===== src/core/rst_seq_pkg.sv =====
// What this block does
// - Four reset kinds; pin fundamental clears all, software keeps EEPROM load status, hot keeps sticky register fields.
// - Fundamental reset from platform reset pin (cold or warm) or software bit.
// - Capture boot straps on pin release; software reset reuses captured values.
// - Initialize PLL and SerDes, then start training; sequence continues in parallel.
// - Reset-halt strap sets reset-halt status during fundamental reset.
// - Outside test modes release stacks to quasi-reset; training within 20 ms.
// - Within 100 ms stacks answer configuration with retry, ignore other requests.
// - Master SMBus runs 100 KHz with slow strap, else 400 KHz.
// - Release slave SMBus with strapped address, then release master SMBus.
// - EEPROM modes load the serial EEPROM into registers via master SMBus.
// - EEPROM write of full-link-retrain bit retrains all ports.
// - Load error aborts, sets reset-halt, records error; done set either way.
// - Reset-halt holds logic in reset except SMBus, registers, retrying stacks.
// - EEPROM-sourced side effects fire at the moment of the write.
// - Software reset bits answer their write before the reset begins.
// - Hot reset from hot-reset TS1, upstream DL_Down or software bit.
// - Disable-link-down bit suppresses only the DL_Down hot reset trigger.
// - Hot reset sends TS1 downstream, resets all but PLL, SerDes, SMBuses.
// - Hot reset reloads EEPROM only if mode needs it and not disabled.
// - During hot reset registers read zero and writes are discarded.
// - Low-latency mode cuts latency 8 ns; advised only with suitable clocking.
// - Mode 0 normal, 1 EEPROM, 2 low latency, 3 both; others reserved.
// - Sequencer timing derives from the core clock.
package rst_seq_pkg;
  localparam int unsigned CLK_HZ = 20_000_000;
  localparam int unsigned TRAIN_MS = 20;
  localparam int unsigned RETRY_MS = 100;
  localparam int unsigned EE_MS = 200;
  localparam int unsigned TRAIN_CYC = CLK_HZ / 1000 * TRAIN_MS;
  localparam int unsigned RETRY_CYC = CLK_HZ / 1000 * RETRY_MS;
  localparam int unsigned EE_CYC = CLK_HZ / 1000 * EE_MS;
  localparam int unsigned PLL_CYC = 16;
  localparam int unsigned SMB_SLOW_KHZ = 100;
  localparam int unsigned SMB_FAST_KHZ = 400;
  localparam logic [11:0] ADDR_CTRL = 12'h000;
  localparam logic [11:0] ADDR_STAT = 12'h004;
  localparam logic [11:0] ADDR_SMB = 12'h008;
  localparam logic [11:0] ADDR_PHY = 12'h00c;
  localparam logic [11:0] ADDR_SCRATCH = 12'h010;
  localparam int unsigned CTL_FUNDAMENTAL_RESET_BIT = 0;
  localparam int unsigned CTL_HOT_RESET_BIT = 1;
  localparam int unsigned CTL_HALT = 2;
  localparam int unsigned CTL_DLD = 3;
  localparam int unsigned CTL_DHEE = 4;
  localparam int unsigned PHY_FULL_LINK_RETRAIN_BIT = 0;
  localparam logic [2:0] MODE_NORMAL = 3'h0;
  localparam logic [2:0] MODE_EE = 3'h1;
  localparam logic [2:0] MODE_LOWLAT = 3'h2;
  localparam logic [2:0] MODE_EE_LOWLAT = 3'h3;
  localparam logic [1:0] RESP_OKAY = 2'h0;
  localparam logic [1:0] RESP_SLVERR = 2'h2;
  typedef enum logic [3:0] {
    ST_RESET, ST_PLL, ST_QUASI, ST_SLV_SMB, ST_MST_SMB, ST_EE_LOAD,
    ST_HALT, ST_RUN
  } seq_e;
endpackage : rst_seq_pkg


===== src/core/switch_reset_sequencer.sv =====
module switch_reset_sequencer #(
  parameter int unsigned TRAIN_CYCLES = rst_seq_pkg::TRAIN_CYC,
  parameter int unsigned RETRY_CYCLES = rst_seq_pkg::RETRY_CYC,
  parameter int unsigned EE_CYCLES = rst_seq_pkg::EE_CYC,
  parameter int unsigned PORTS = 4
) (
  input wire logic aclk,
  input wire logic aresetn,
  input wire logic platform_reset_n,
  input wire logic power_on_n,
  input wire logic [2:0] switch_mode_straps,
  input wire logic reset_halt,
  input wire logic master_smbus_slow_strap,
  input wire logic [3:0] slave_smbus_addr_straps,
  input wire logic test_mode,
  input wire logic hot_reset_ts1,
  input wire logic dl_down,
  input wire logic ee_wr_valid,
  input wire logic [11:0] ee_wr_addr,
  input wire logic [31:0] ee_wr_data,
  input wire logic ee_done,
  input wire logic ee_error,
  input wire logic [7:0] ee_error_code,
  input wire logic [31:0] s_axi_awaddr,
  input wire logic s_axi_awvalid,
  output logic s_axi_awready,
  input wire logic [31:0] s_axi_wdata,
  input wire logic [3:0] s_axi_wstrb,
  input wire logic s_axi_wvalid,
  output logic s_axi_wready,
  output logic [1:0] s_axi_bresp,
  output logic s_axi_bvalid,
  input wire logic s_axi_bready,
  input wire logic [31:0] s_axi_araddr,
  input wire logic s_axi_arvalid,
  output logic s_axi_arready,
  output logic [31:0] s_axi_rdata,
  output logic [1:0] s_axi_rresp,
  output logic s_axi_rvalid,
  input wire logic s_axi_rready,
  output logic pll_serdes_rst_n,
  output logic link_train_en,
  output logic stack_rst_n,
  output logic quasi_reset,
  output logic core_rst_n,
  output logic slave_smbus_rst_n,
  output logic [6:0] slave_smbus_addr,
  output logic master_smbus_rst_n,
  output logic master_smbus_slow,
  output logic ee_load_start,
  output logic low_latency,
  output logic hot_reset_ts1_out,
  output logic [PORTS-1:0] port_retrain,
  output logic [2:0] sequence_state
);
  typedef struct packed {
    logic [1:0] prst_s;
    logic [1:0] pwr_s;
    logic [1:0] ts1_s;
    logic [1:0] dld_s;
    logic cold_seen;
    logic cold_last;
    rst_seq_pkg::seq_e st;
    logic hot;
    logic [31:0] tmr;
    logic [2:0] mode;
    logic halt_strap;
    logic slow;
    logic [3:0] saddr;
    logic halt_sts;
    logic halt_ctl;
    logic dld;
    logic dhee;
    logic [31:0] scratch;
    logic ee_done_f;
    logic ee_err_f;
    logic [7:0] ee_code;
    logic [PORTS-1:0] retrain;
    logic pend_f;
    logic pend_h;
    logic have_aw;
    logic [11:0] awa;
    logic have_w;
    logic [31:0] wd;
    logic [3:0] ws;
    logic bv;
    logic [1:0] br;
    logic rv;
    logic [31:0] rd;
    logic [1:0] rr;
    logic ee_go;
  } state_s;
  state_s q, d;

  logic prst_n, pwr_n, ts1, dldown, in_hot;
  logic [11:0] ara;
  logic [31:0] wmask;
  assign prst_n = q.prst_s[1];
  assign pwr_n = q.pwr_s[1];
  assign ts1 = q.ts1_s[1];
  assign dldown = q.dld_s[1];
  assign ara = s_axi_araddr[11:0];
  assign in_hot = q.hot && q.st != rst_seq_pkg::ST_RUN;
  always_comb begin
    for (int i = 0; i < 4; i++) begin
      wmask[i*8 +: 8] = {8{q.ws[i]}};
    end
  end

  //////////////////////////////////////////////////////////////////////////
  always_comb begin
    d = q;
    d.prst_s = {q.prst_s[0], platform_reset_n};
    d.pwr_s = {q.pwr_s[0], power_on_n};
    d.ts1_s = {q.ts1_s[0], hot_reset_ts1};
    d.dld_s = {q.dld_s[0], dl_down};
    d.retrain = '0;
    d.ee_go = 1'b0;
    if (q.tmr != 32'h0000_0000) begin
      d.tmr = q.tmr - 32'h0000_0001;
    end

    // Cold versus warm: the power-on level marks the next pin reset cold.
    if (!pwr_n) begin
      d.cold_seen = 1'b1;
    end

    // Sequencer.
    case (q.st)
      rst_seq_pkg::ST_RESET: begin
        if (prst_n) begin
          d.st = rst_seq_pkg::ST_PLL;
          d.tmr = 32'(rst_seq_pkg::PLL_CYC);
          // Only a power-up seen since the last release makes it cold.
          d.cold_last = q.cold_seen;
          d.cold_seen = 1'b0;
          if (!q.hot) begin
            d.halt_sts = q.halt_strap;
          end
        end
      end
      rst_seq_pkg::ST_PLL: begin
        if (q.tmr == 32'h0000_0000 || q.hot) begin
          d.st = rst_seq_pkg::ST_QUASI;
          d.tmr = 32'(RETRY_CYCLES);
        end
      end
      rst_seq_pkg::ST_QUASI: begin
        d.st = q.hot ? rst_seq_pkg::ST_MST_SMB : rst_seq_pkg::ST_SLV_SMB;
      end
      rst_seq_pkg::ST_SLV_SMB: begin
        d.st = rst_seq_pkg::ST_MST_SMB;
      end
      rst_seq_pkg::ST_MST_SMB: begin
        if ((q.mode == rst_seq_pkg::MODE_EE ||
             q.mode == rst_seq_pkg::MODE_EE_LOWLAT) &&
            !(q.hot && q.dhee)) begin
          d.st = rst_seq_pkg::ST_EE_LOAD;
          d.ee_go = 1'b1;
          d.ee_done_f = 1'b0;
        end else begin
          d.st = q.halt_ctl && !q.hot ? rst_seq_pkg::ST_HALT
                                      : rst_seq_pkg::ST_RUN;
        end
      end
      rst_seq_pkg::ST_EE_LOAD: begin
        if (ee_wr_valid) begin
          if (ee_wr_addr == rst_seq_pkg::ADDR_PHY &&
              ee_wr_data[rst_seq_pkg::PHY_FULL_LINK_RETRAIN_BIT]) begin
            d.retrain = {PORTS{1'b1}};
          end else if (ee_wr_addr == rst_seq_pkg::ADDR_CTRL) begin
            d.halt_ctl = ee_wr_data[rst_seq_pkg::CTL_HALT];
            d.dld = ee_wr_data[rst_seq_pkg::CTL_DLD];
            d.dhee = ee_wr_data[rst_seq_pkg::CTL_DHEE];
          end else if (ee_wr_addr == rst_seq_pkg::ADDR_SCRATCH) begin
            d.scratch = ee_wr_data;
          end
        end
        if (ee_error) begin
          d.ee_err_f = 1'b1;
          d.ee_code = ee_error_code;
          d.ee_done_f = 1'b1;
          d.halt_ctl = 1'b1;
          d.st = rst_seq_pkg::ST_HALT;
        end else if (ee_done) begin
          d.ee_done_f = 1'b1;
          d.st = (q.halt_ctl || (ee_wr_valid && ee_wr_addr ==
                  rst_seq_pkg::ADDR_CTRL && ee_wr_data[rst_seq_pkg::CTL_HALT]))
                 ? rst_seq_pkg::ST_HALT : rst_seq_pkg::ST_RUN;
        end
      end
      rst_seq_pkg::ST_HALT: begin
        if (!q.halt_ctl) begin
          d.st = rst_seq_pkg::ST_RUN;
        end
      end
      rst_seq_pkg::ST_RUN: begin
        d.hot = 1'b0;
      end
      default: d.st = rst_seq_pkg::ST_RESET;
    endcase

    // AXI4-Lite slave: one write and one read outstanding.
    if (s_axi_awvalid && !q.have_aw && !q.bv) begin
      d.have_aw = 1'b1;
      d.awa = s_axi_awaddr[11:0];
    end
    if (s_axi_wvalid && !q.have_w && !q.bv) begin
      d.have_w = 1'b1;
      d.wd = s_axi_wdata;
      d.ws = s_axi_wstrb;
    end
    if (q.have_aw && q.have_w && !q.bv) begin
      d.have_aw = 1'b0;
      d.have_w = 1'b0;
      d.bv = 1'b1;
      d.br = rst_seq_pkg::RESP_OKAY;
      if (in_hot) begin
        d.br = rst_seq_pkg::RESP_OKAY;
      end else if (q.awa == rst_seq_pkg::ADDR_CTRL) begin
        if (q.ws[0]) begin
          // Reset bits only arm here; the reset fires after the answer.
          d.pend_f = q.wd[rst_seq_pkg::CTL_FUNDAMENTAL_RESET_BIT];
          d.pend_h = q.wd[rst_seq_pkg::CTL_HOT_RESET_BIT];
          // A load error in the same cycle keeps the halt set.
          d.halt_ctl = q.wd[rst_seq_pkg::CTL_HALT] ||
                       (q.st == rst_seq_pkg::ST_EE_LOAD && ee_error);
          d.dld = q.wd[rst_seq_pkg::CTL_DLD];
          d.dhee = q.wd[rst_seq_pkg::CTL_DHEE];
        end
      end else if (q.awa == rst_seq_pkg::ADDR_PHY) begin
        if (q.ws[0] && q.wd[rst_seq_pkg::PHY_FULL_LINK_RETRAIN_BIT]) begin
          d.retrain = {PORTS{1'b1}};
        end
      end else if (q.awa == rst_seq_pkg::ADDR_SCRATCH) begin
        d.scratch = (q.scratch & ~wmask) | (q.wd & wmask);
      end else if (q.awa == rst_seq_pkg::ADDR_STAT ||
                   q.awa == rst_seq_pkg::ADDR_SMB) begin
        d.br = rst_seq_pkg::RESP_OKAY;
      end else begin
        d.br = rst_seq_pkg::RESP_SLVERR;
      end
    end
    if (q.bv && s_axi_bready) begin
      d.bv = 1'b0;
    end
    if (s_axi_arvalid && !q.rv) begin
      d.rv = 1'b1;
      d.rr = rst_seq_pkg::RESP_OKAY;
      d.rd = 32'h0000_0000;
      if (in_hot) begin
        d.rd = 32'h0000_0000;
      end else if (ara == rst_seq_pkg::ADDR_CTRL) begin
        d.rd[rst_seq_pkg::CTL_HALT] = q.halt_ctl;
        d.rd[rst_seq_pkg::CTL_DLD] = q.dld;
        d.rd[rst_seq_pkg::CTL_DHEE] = q.dhee;
      end else if (ara == rst_seq_pkg::ADDR_STAT) begin
        d.rd[14:0] = {q.cold_last, q.st == rst_seq_pkg::ST_HALT, q.st,
                      q.saddr, q.slow, q.halt_sts, q.mode};
      end else if (ara == rst_seq_pkg::ADDR_SMB) begin
        d.rd[9:0] = {q.ee_code, q.ee_err_f, q.ee_done_f};
      end else if (ara == rst_seq_pkg::ADDR_PHY) begin
        d.rd = 32'h0000_0000;
      end else if (ara == rst_seq_pkg::ADDR_SCRATCH) begin
        d.rd = q.scratch;
      end else begin
        d.rr = rst_seq_pkg::RESP_SLVERR;
      end
    end
    if (q.rv && s_axi_rready) begin
      d.rv = 1'b0;
    end

    // Software resets start only once their write answer is accepted.
    if (q.bv && s_axi_bready && q.pend_f) begin
      // Keep the synchronisers and a read in flight; drop pulses and clear state.
      d.retrain = '0;
      d.ee_go = 1'b0;
      d.pend_f = 1'b0;
      d.st = rst_seq_pkg::ST_RESET; // warm reuses captured straps
      d.hot = 1'b0;
      d.bv = 1'b0;
      d.halt_sts = 1'b0;
      d.pend_h = 1'b0;
      d.dld = 1'b0;
      d.dhee = 1'b0;
      d.scratch = 32'h0000_0000;
      d.halt_ctl = q.halt_strap;
    end else if ((q.bv && s_axi_bready && q.pend_h) || ts1 ||
                 (dldown && !q.dld)) begin
      d.pend_h = 1'b0;
      d.ee_go = 1'b0;
      d.st = rst_seq_pkg::ST_PLL; // PLL and SMBus not reset
      d.hot = 1'b1;
      d.halt_ctl = 1'b0; // halt only if the reload sets it
      d.scratch = 32'h0000_0000; // sticky dld/dhee survive
    end

    // Pin reset: capture straps on release, clear state including EEPROM status.
    if (!prst_n) begin
      d.st = rst_seq_pkg::ST_RESET;
      d.hot = 1'b0;
      d.mode = switch_mode_straps;
      d.halt_strap = reset_halt;
      d.halt_ctl = reset_halt;
      d.slow = master_smbus_slow_strap;
      d.saddr = slave_smbus_addr_straps;
      d.halt_sts = 1'b0;
      d.dld = 1'b0;
      d.dhee = 1'b0;
      d.scratch = 32'h0000_0000;
      d.ee_done_f = 1'b0;
      d.ee_err_f = 1'b0;
      d.ee_code = 8'h00;
      d.pend_f = 1'b0;
      d.pend_h = 1'b0;
      d.ee_go = 1'b0;
    end
  end

  //////////////////////////////////////////////////////////////////////////
  always_ff @(posedge aclk) begin
    if (!aresetn) begin
      q <= '0;
      q.st <= rst_seq_pkg::ST_RESET;
    end else begin
      q <= d;
    end
  end

  // Training must be active by TRAIN_CYCLES; enabling it at quasi-reset
  // entry meets that bound with a wide margin.
  assign pll_serdes_rst_n = q.st != rst_seq_pkg::ST_RESET;
  assign link_train_en = q.st != rst_seq_pkg::ST_RESET &&
                         q.st != rst_seq_pkg::ST_PLL;
  assign stack_rst_n = link_train_en && !test_mode;
  assign quasi_reset = stack_rst_n && q.st != rst_seq_pkg::ST_RUN;
  assign core_rst_n = q.st == rst_seq_pkg::ST_RUN;
  assign slave_smbus_rst_n = (q.st != rst_seq_pkg::ST_RESET &&
                              q.st != rst_seq_pkg::ST_PLL &&
                              q.st != rst_seq_pkg::ST_QUASI) || q.hot;
  assign master_smbus_rst_n = slave_smbus_rst_n &&
                              q.st != rst_seq_pkg::ST_SLV_SMB;
  assign slave_smbus_addr = {1'b0, q.saddr[3], 1'b0, q.saddr[2:0], 1'b0};
  assign master_smbus_slow = q.slow;
  assign ee_load_start = q.ee_go;
  assign low_latency = q.mode == rst_seq_pkg::MODE_LOWLAT ||
                       q.mode == rst_seq_pkg::MODE_EE_LOWLAT;
  assign hot_reset_ts1_out = q.hot && q.st == rst_seq_pkg::ST_PLL;
  assign port_retrain = q.retrain;
  assign sequence_state = q.st[2:0];
  assign s_axi_awready = !q.have_aw && !q.bv;
  assign s_axi_wready = !q.have_w && !q.bv;
  assign s_axi_bvalid = q.bv;
  assign s_axi_bresp = q.br;
  assign s_axi_arready = !q.rv;
  assign s_axi_rvalid = q.rv;
  assign s_axi_rdata = q.rd;
  assign s_axi_rresp = q.rr;
endmodule : switch_reset_sequencer


===== config.mk =====
export PLATFORM = sky130hd
export DESIGN_NAME = switch_reset_sequencer
export DESIGN_NICKNAME = d
export VERILOG_FILES = /design/src/core/rst_seq_pkg.sv /design/src/core/switch_reset_sequencer.sv
export SDC_FILE = /design/constraint.sdc
export NUM_CORES = 1
export LEC_CHECK = 0
export BUFFER_PORTS_ARGS = -buffer_cell sky130_fd_sc_hd__buf_2
export CORE_ASPECT_RATIO = 0.7
export CORE_MARGIN = 4
export CORE_UTILIZATION = 47
export DETAILED_ROUTE_END_ITERATION = 8
export GPL_ROUTABILITY_DRIVEN = 0
export GPL_TIMING_DRIVEN = 1
export PLACE_DENSITY_LB_ADDON = 0.1
export REMOVE_ABC_BUFFERS = 1
export SLEW_MARGIN = 10
export SYNTH_ARGS = -nofsm -noshare
export SYNTH_HDL_FRONTEND = slang
export SYNTH_SLANG_ARGS = --single-unit

===== constraint.sdc =====
create_clock -name aclk -period 2.3 [get_ports aclk]
set_input_delay 0.23 -clock aclk [delete_from_list [all_inputs] [get_ports aclk]]
set_output_delay 0.23 -clock aclk [all_outputs]
set_load 0.01 [all_outputs]

==> results of run 1 <==
-- cells by family (layout without fill, tap and decap cells) --
group | Yosys count | count (layout) | share of synthesized area (%)
simple gates | 411 | 411 | 23.3
compound gates | 270 | 270 | 20.6
flops | 191 | 191 | 44.1
buf+inv | 146 | 338 | 8.87
mux | 15 | 15 | 1.74
xor+xnor | 12 | 12 | 1.21
fa+ha+maj | 1 | 1 | 0.144
other cells | 1 | 5 | 0.0432
-- worst max path at each step --
stage               slack (ps)   start      to
floorplan                 -280  q[181]  q[167]
global placement           100   q[82]  q[123]
detailed placement          40   q[82]  q[126]
CTS                          9   q[82]  q[122]
global route                20  q[153]  q[165]
finish                     170  q[168]  q[181]
-- critical path: stages, from the launching register on --
cell	delay, ps
dfxtp_1	360
nor3_1	430
nand2_1	190
or3_1	430
or4b_1	520
a21oi_1	140
-- state kept, by name, indices dropped and copies added (netlist names), 3 cells and up --
name              flops
q                   138
slave_smbus_addr      4
d                     4
s_axi_rdata          32
sequence_state        3
-- metal layers --
metal | global-route usage [%] | routed length [um] | up-vias
met5 | 0 | 23 | -
met4 | 6.43 | 301 | 4
met3 | 5.45 | 1810 | 31
met2 | 33.3 | 10100 | 239
met1 | 35.1 | 11900 | 3610
li1 | - | - | 3977
-- repair_timing --
item | CTS | global route
hold buffers | 4 | 0
setup endpoints to repair | 0 | 12
resized for setup | 0 | 1
setup buffers | 0 | 4
hold endpoints to repair | 4 | 0
-- final cells by class --
cell class / count / area, um^2 / share of cell area [%]
Multi-Input combinational cell: 714 / 4120 / 39.1
Sequential cell: 191 / 3820 / 36.4
Timing Repair Buffer: 264 / 1550 / 14.8
Clock buffer: 18 / 429 / 4.08
Tap cell: 236 / 295 / 2.81
Inverter: 42 / 158 / 1.50
Clock inverter: 14 / 145 / 1.38
-- where the power goes --
part | leakage, nW | switching [W] | internal, W
clock network | 0.274 | 0.00146 | 0.00145
registers | 1.55 | 0.000229 | 0.00357
logic | 2.38 | 0.00164 | 0.00127
-- stage by stage --
stage	util, %	std cells	hold slack, ps
detailed placement	54.7	1439	402
global route	58.2	1479	15.4
global placement	54.7	1439	396
floorplan	-	947	346
finish	58.2	1479	27.9
CTS	58.1	1475	13.8
-- cells in the final DEF (no fill, tap or decap), drive strengths merged, types with 4 or more instances in the layout --
cell / count
inv: 49
nor3: 22
a221oi: 11
o31ai: 8
nand3: 16
nor3b: 4
dfxtp: 191
nand2: 162
clkbuf: 18
xor2: 10
nor4: 12
a22oi: 20
and2: 15
nor2b: 39
nor4b: 5
a211oi: 37
buf: 260
nand2b: 8
or3: 16
a31oi: 4
nand4: 15
a21oi: 42
dlygate4sd3: 4
o211ai: 5
mux2i: 14
a21boi: 54
nor2: 76
or4: 7
o21ai: 68
clkinv: 4
conb: 5
==> impl_metrics.tcl, run 1 <==
set metrics [dict create \
    status "completed" \
    slew_viol_final 0 \
    path_class "register to register" \
    synth.distinct_cells 64 \
    worstPathRequired_ps 2670 \
    dpl.hpwl_um 17500 \
    ant_nets 0 \
    grt_pass1_vias 7328 \
    synth_warnings 0 \
    synthTopCellsByArea "dfxtp_1, nand2_1, a21boi_0, buf_4, o21ai_0" \
    yosysSeqAreaShare_pct 44.1 \
    r2r_cells 5 \
    min_path_type "input pin to register" \
    io_pins 242 \
    synth_seq_cells 191 \
    syn_area_um2 8680 \
    grt_overflow_total 0 \
    start_util_pct 48.1 \
    fmax_ghz 0.469 \
    endpoint_kind "register" \
    insertion_delay_ps 440 \
    core_area_um2 18100 \
    yosysMostFrequentCell "dfxtp_1" \
    cap_violations 0 \
    total_power_w 0.00961 \
    drc 0 \
    cts_root_buf "clkbuf_16" \
    routedWlPerCell_um 16.3 \
    drt_wl_total_um 24200 \
    fillers 1726 \
    numCtsBuffers 17 \
    power_density_nw_per_um2 914 \
    grt_max_degree 67 \
    synth_edf_count 0 \
    cp-start-kind "register" \
    grt_antenna_before_repair 2 \
    synth_flop_cell "dfxtp_1" \
    hold_depth 3 \
    worstHoldStart "s_axi_wdata[29]" \
    fin_skew_ps 12.4 \
    yosysTopAreaCell "dfxtp_1" \
    first_iter_violations 644 \
    clockBufferDepth 2 \
    async_flop_share_pct 0 \
    crit_fanout 6 \
    grt_pass1_wl_um 38600 \
    cellLeakagePower_nw 4.21 \
    setup_viol 0 \
    syn_to_final_growth_pct 21.2 \
    setup_ws_ps 167 \
    irDropWorstVdd_v 0.000635 \
    die-width_um 170 \
    reg2reg_from "q[168]" \
    dpl_cell_area_um2 9870 \
    fp.dieH_um 122 \
    vias 7861 \
    final_nets 1407 \
    worstPathArrival_ps 2510 \
    fin_crit_sh_pct 92.7 \
    port_buffers 196 \
    rsz0062_at_grt "false" \
    grt_usage_pct 23.3 \
    pre_cts_slack_ps 43.1 \
    fp-row-count 41 \
    htreeDepth 4 \
    detail_route.first_pass.iterations 5 \
    reg2reg_slack_ps 170 \
    hold_viol 0 \
    dieArea_um2 20700 \
    synth_top_area_share_pct 44.1 \
    rr_endpoint "q[181]" \
    clk_pin_slew_ps 80 \
    fin_crit_ps 2130 \
    final_area_um2 10500 \
    cts_tree "yes" \
    antennaDiodeCount 0 \
    fin_setup_tns_ps 0 \
    synthTopCellsByCount "dfxtp_1, nand2_1, nor2_1" \
    cts.sinks 191 \
    worst_pin_slew_ps 577 \
    synth_area_per_cell_um2 8.29 \
    drive_above_1_share_pct 24.5 \
    syn_inst 1047 \
    vias_per_cell 5.32 \
    hold_end "q[72]" \
    slew_headroom_pct 61.3 \
]
(Power assumes the default switching activity.)
==> inputs of run 2 (changes only) <==
--- a/config.mk
+++ b/config.mk
@@ -5,10 +5,12 @@
 export SDC_FILE = /design/constraint.sdc
 export NUM_CORES = 1
 export LEC_CHECK = 0
+export ABC_AREA = 1
 export BUFFER_PORTS_ARGS = -buffer_cell sky130_fd_sc_hd__buf_2
+export CAP_MARGIN = 20
 export CORE_ASPECT_RATIO = 0.7
 export CORE_MARGIN = 4
-export CORE_UTILIZATION = 47
+export CORE_UTILIZATION = 48
 export DETAILED_ROUTE_END_ITERATION = 8
 export GPL_ROUTABILITY_DRIVEN = 0
 export GPL_TIMING_DRIVEN = 1
==> impl_metrics.tcl, run 2 <==
set metrics [dict create \
    status "completed" \
    irDropWorstVdd_v 0.000640 \
    port_buffers 196 \
    vias_per_cell 5.21 \
    fin_crit_sh_pct 91.6 \
    worst_pin_slew_ps 699 \
    fillers 1890 \
    clk_pin_slew_ps 70 \
    fin_setup_tns_ps 0 \
    fmax_ghz 0.474 \
    synth.distinct_cells 40 \
    grt_usage_pct 25.3 \
    grt_overflow_total 0 \
    hold_depth 2 \
    final_cell_mix "nand2_1, nor2_1, buf_2" \
    setup_viol 0 \
    grt_max_degree 64 \
    insertion_delay_ps 430 \
    cts_root_buf "clkbuf_16" \
    first_iter_violations 968 \
    r2r_cells 10 \
    dieArea_um2 21500 \
    grt_pass1_wl_um 42900 \
    slew_viol_final 0 \
    synth_edf_count 0 \
    async_flop_share_pct 0 \
    vias 9155 \
    numCtsBuffers 17 \
    ctsResizeCount 0 \
    fin_crit_ps 2110 \
    worstPathRequired_ps 2660 \
    final_common_cell "nand2_1" \
    hold_viol 0 \
    syn_area_um2 9220 \
    synth_area_per_cell_um2 6.87 \
    synth_top_area_share_pct 41.5 \
    worstPathArrival_ps 2470 \
    finish.utilization_pct 57.4 \
    cts.sinks 191 \
    routedWlPerCell_um 15.6 \
    instances_no_fill 1756 \
    yosysSeqAreaShare_pct 41.5 \
    endpoint_kind "register" \
    synth_warnings 0 \
    synth_flop_cell "dfxtp_1" \
    power_density_nw_per_um2 963 \
    cp-start-kind "register" \
    cellLeakagePower_nw 5.02 \
    dpl.hpwl_um 20800 \
    synthTopCellsByArea "dfxtp_1, nand2_1, nor2_1, o21ai_0, a21oi_1" \
    synthTopCellsByCount "nand2_1, nor2_1, dfxtp_1" \
    cts_tree "yes" \
    synth_seq_cells 191 \
    die-width_um 174 \
    core_area_um2 18900 \
    detail_route.first_pass.iterations 5 \
    largest_reg_flops 138 \
    syn_inst 1342 \
    fp-row-count 42 \
    yosysMostFrequentCell "nand2_1" \
    fin_skew_ps 9.36 \
    rsz0062_at_grt "false" \
    cap_violations 0 \
    antennaDiodeCount 0 \
    drive_above_1_share_pct 19.2 \
    path_class "register to register" \
    fp.dieH_um 124 \
    grt_pass1_vias 8015 \
    final_nets 1679 \
    dp.cells 1718 \
    syn_to_final_growth_pct 17.5 \
    slew_headroom_pct 53.1 \
    ant_nets 0 \
    total_power_w 0.0104 \
    min_path_type "input pin to register" \
    start_util_pct 48.8 \
    crit_fanout 11 \
    drc 0 \
    htreeDepth 4 \
    clockBufferDepth 2 \
    io_pins 242 \
    drt_wl_total_um 27400 \
    yosysTopAreaCell "dfxtp_1" \
    grt_antenna_before_repair 2 \
    regMostFlops "q" \
]
-- run 2: cell type report --
class | instances | area (um^2) | area share (%)
timing repair buffer | 235 | 1320 | 12.2
clock buffer | 18 | 429 | 3.96
sequential | 191 | 3820 | 35.3
multi-input combinational | 919 | 4300 | 39.7
tap | 242 | 303 | 2.80
inverter | 138 | 518 | 4.78
clock inverter | 13 | 138 | 1.27
-- run 2: worst max-delay path: stages, from the launching register on --
cell and delay (ps):
dfxtp_1 460, nand2_1 100, inv_2 80, nand2_2 100, a21oi_4 180, buf_4 170
nand3_2 270, nand2_1 170, buf_4 160, nand3_1 170, a21oi_1 180
-- run 2: path summary, 6_finish.rpt --
kind                         startpoint  slack (ps)                   to
max                   sequence_state[0]         190               q[129]
min          slave_smbus_addr_straps[0]          20  slave_smbus_addr[1]
max reg2reg           sequence_state[0]         190               q[129]
min reg2reg                      d[194]         420                pwr_n
-- run 2: logic make-up after synthesis --
logic type | Yosys count | synth area share (%)
xor+xnor | 20 | 1.90
fa+ha+maj | 1 | 0.136
other cells | 1 | 0.0407
buf+inv | 236 | 12.1
compound gates | 236 | 13.9
flops | 191 | 41.5
simple gates | 657 | 30.5
-- run 2: stage by stage --
stage,hold slack [ps],setup WS (ps),instance area (um^2)
after global placement,402,278,10200
after CTS,1.79,263,10800
final,18.3,192,10800
after floorplan,323,80.7,8640
after global routing,10.1,50.8,10800
after detailed placement,402,280,10200
-- run 2: what timing repair did --
action,in CTS,in global routing
endpoints found under the hold margin,5,1
hold buffers,5,1
setup buffers,0,0
-- run 2: power breakdown --
group | total, W | switching, W | internal, W
Combinational | 0.00354 | 0.00230 | 0.00124
Clock | 0.00292 | 0.00132 | 0.00160
Sequential | 0.00396 | 0.000300 | 0.00366
-- run 2: metal layers --
layer | part of all wire (%) | GRT usage, %
met1 | 51 | 40.2
met3 | 9.9 | 5.86
met5 | 0.10 | 0
met2 | 38 | 34.5
met4 | 1.1 | 4.84
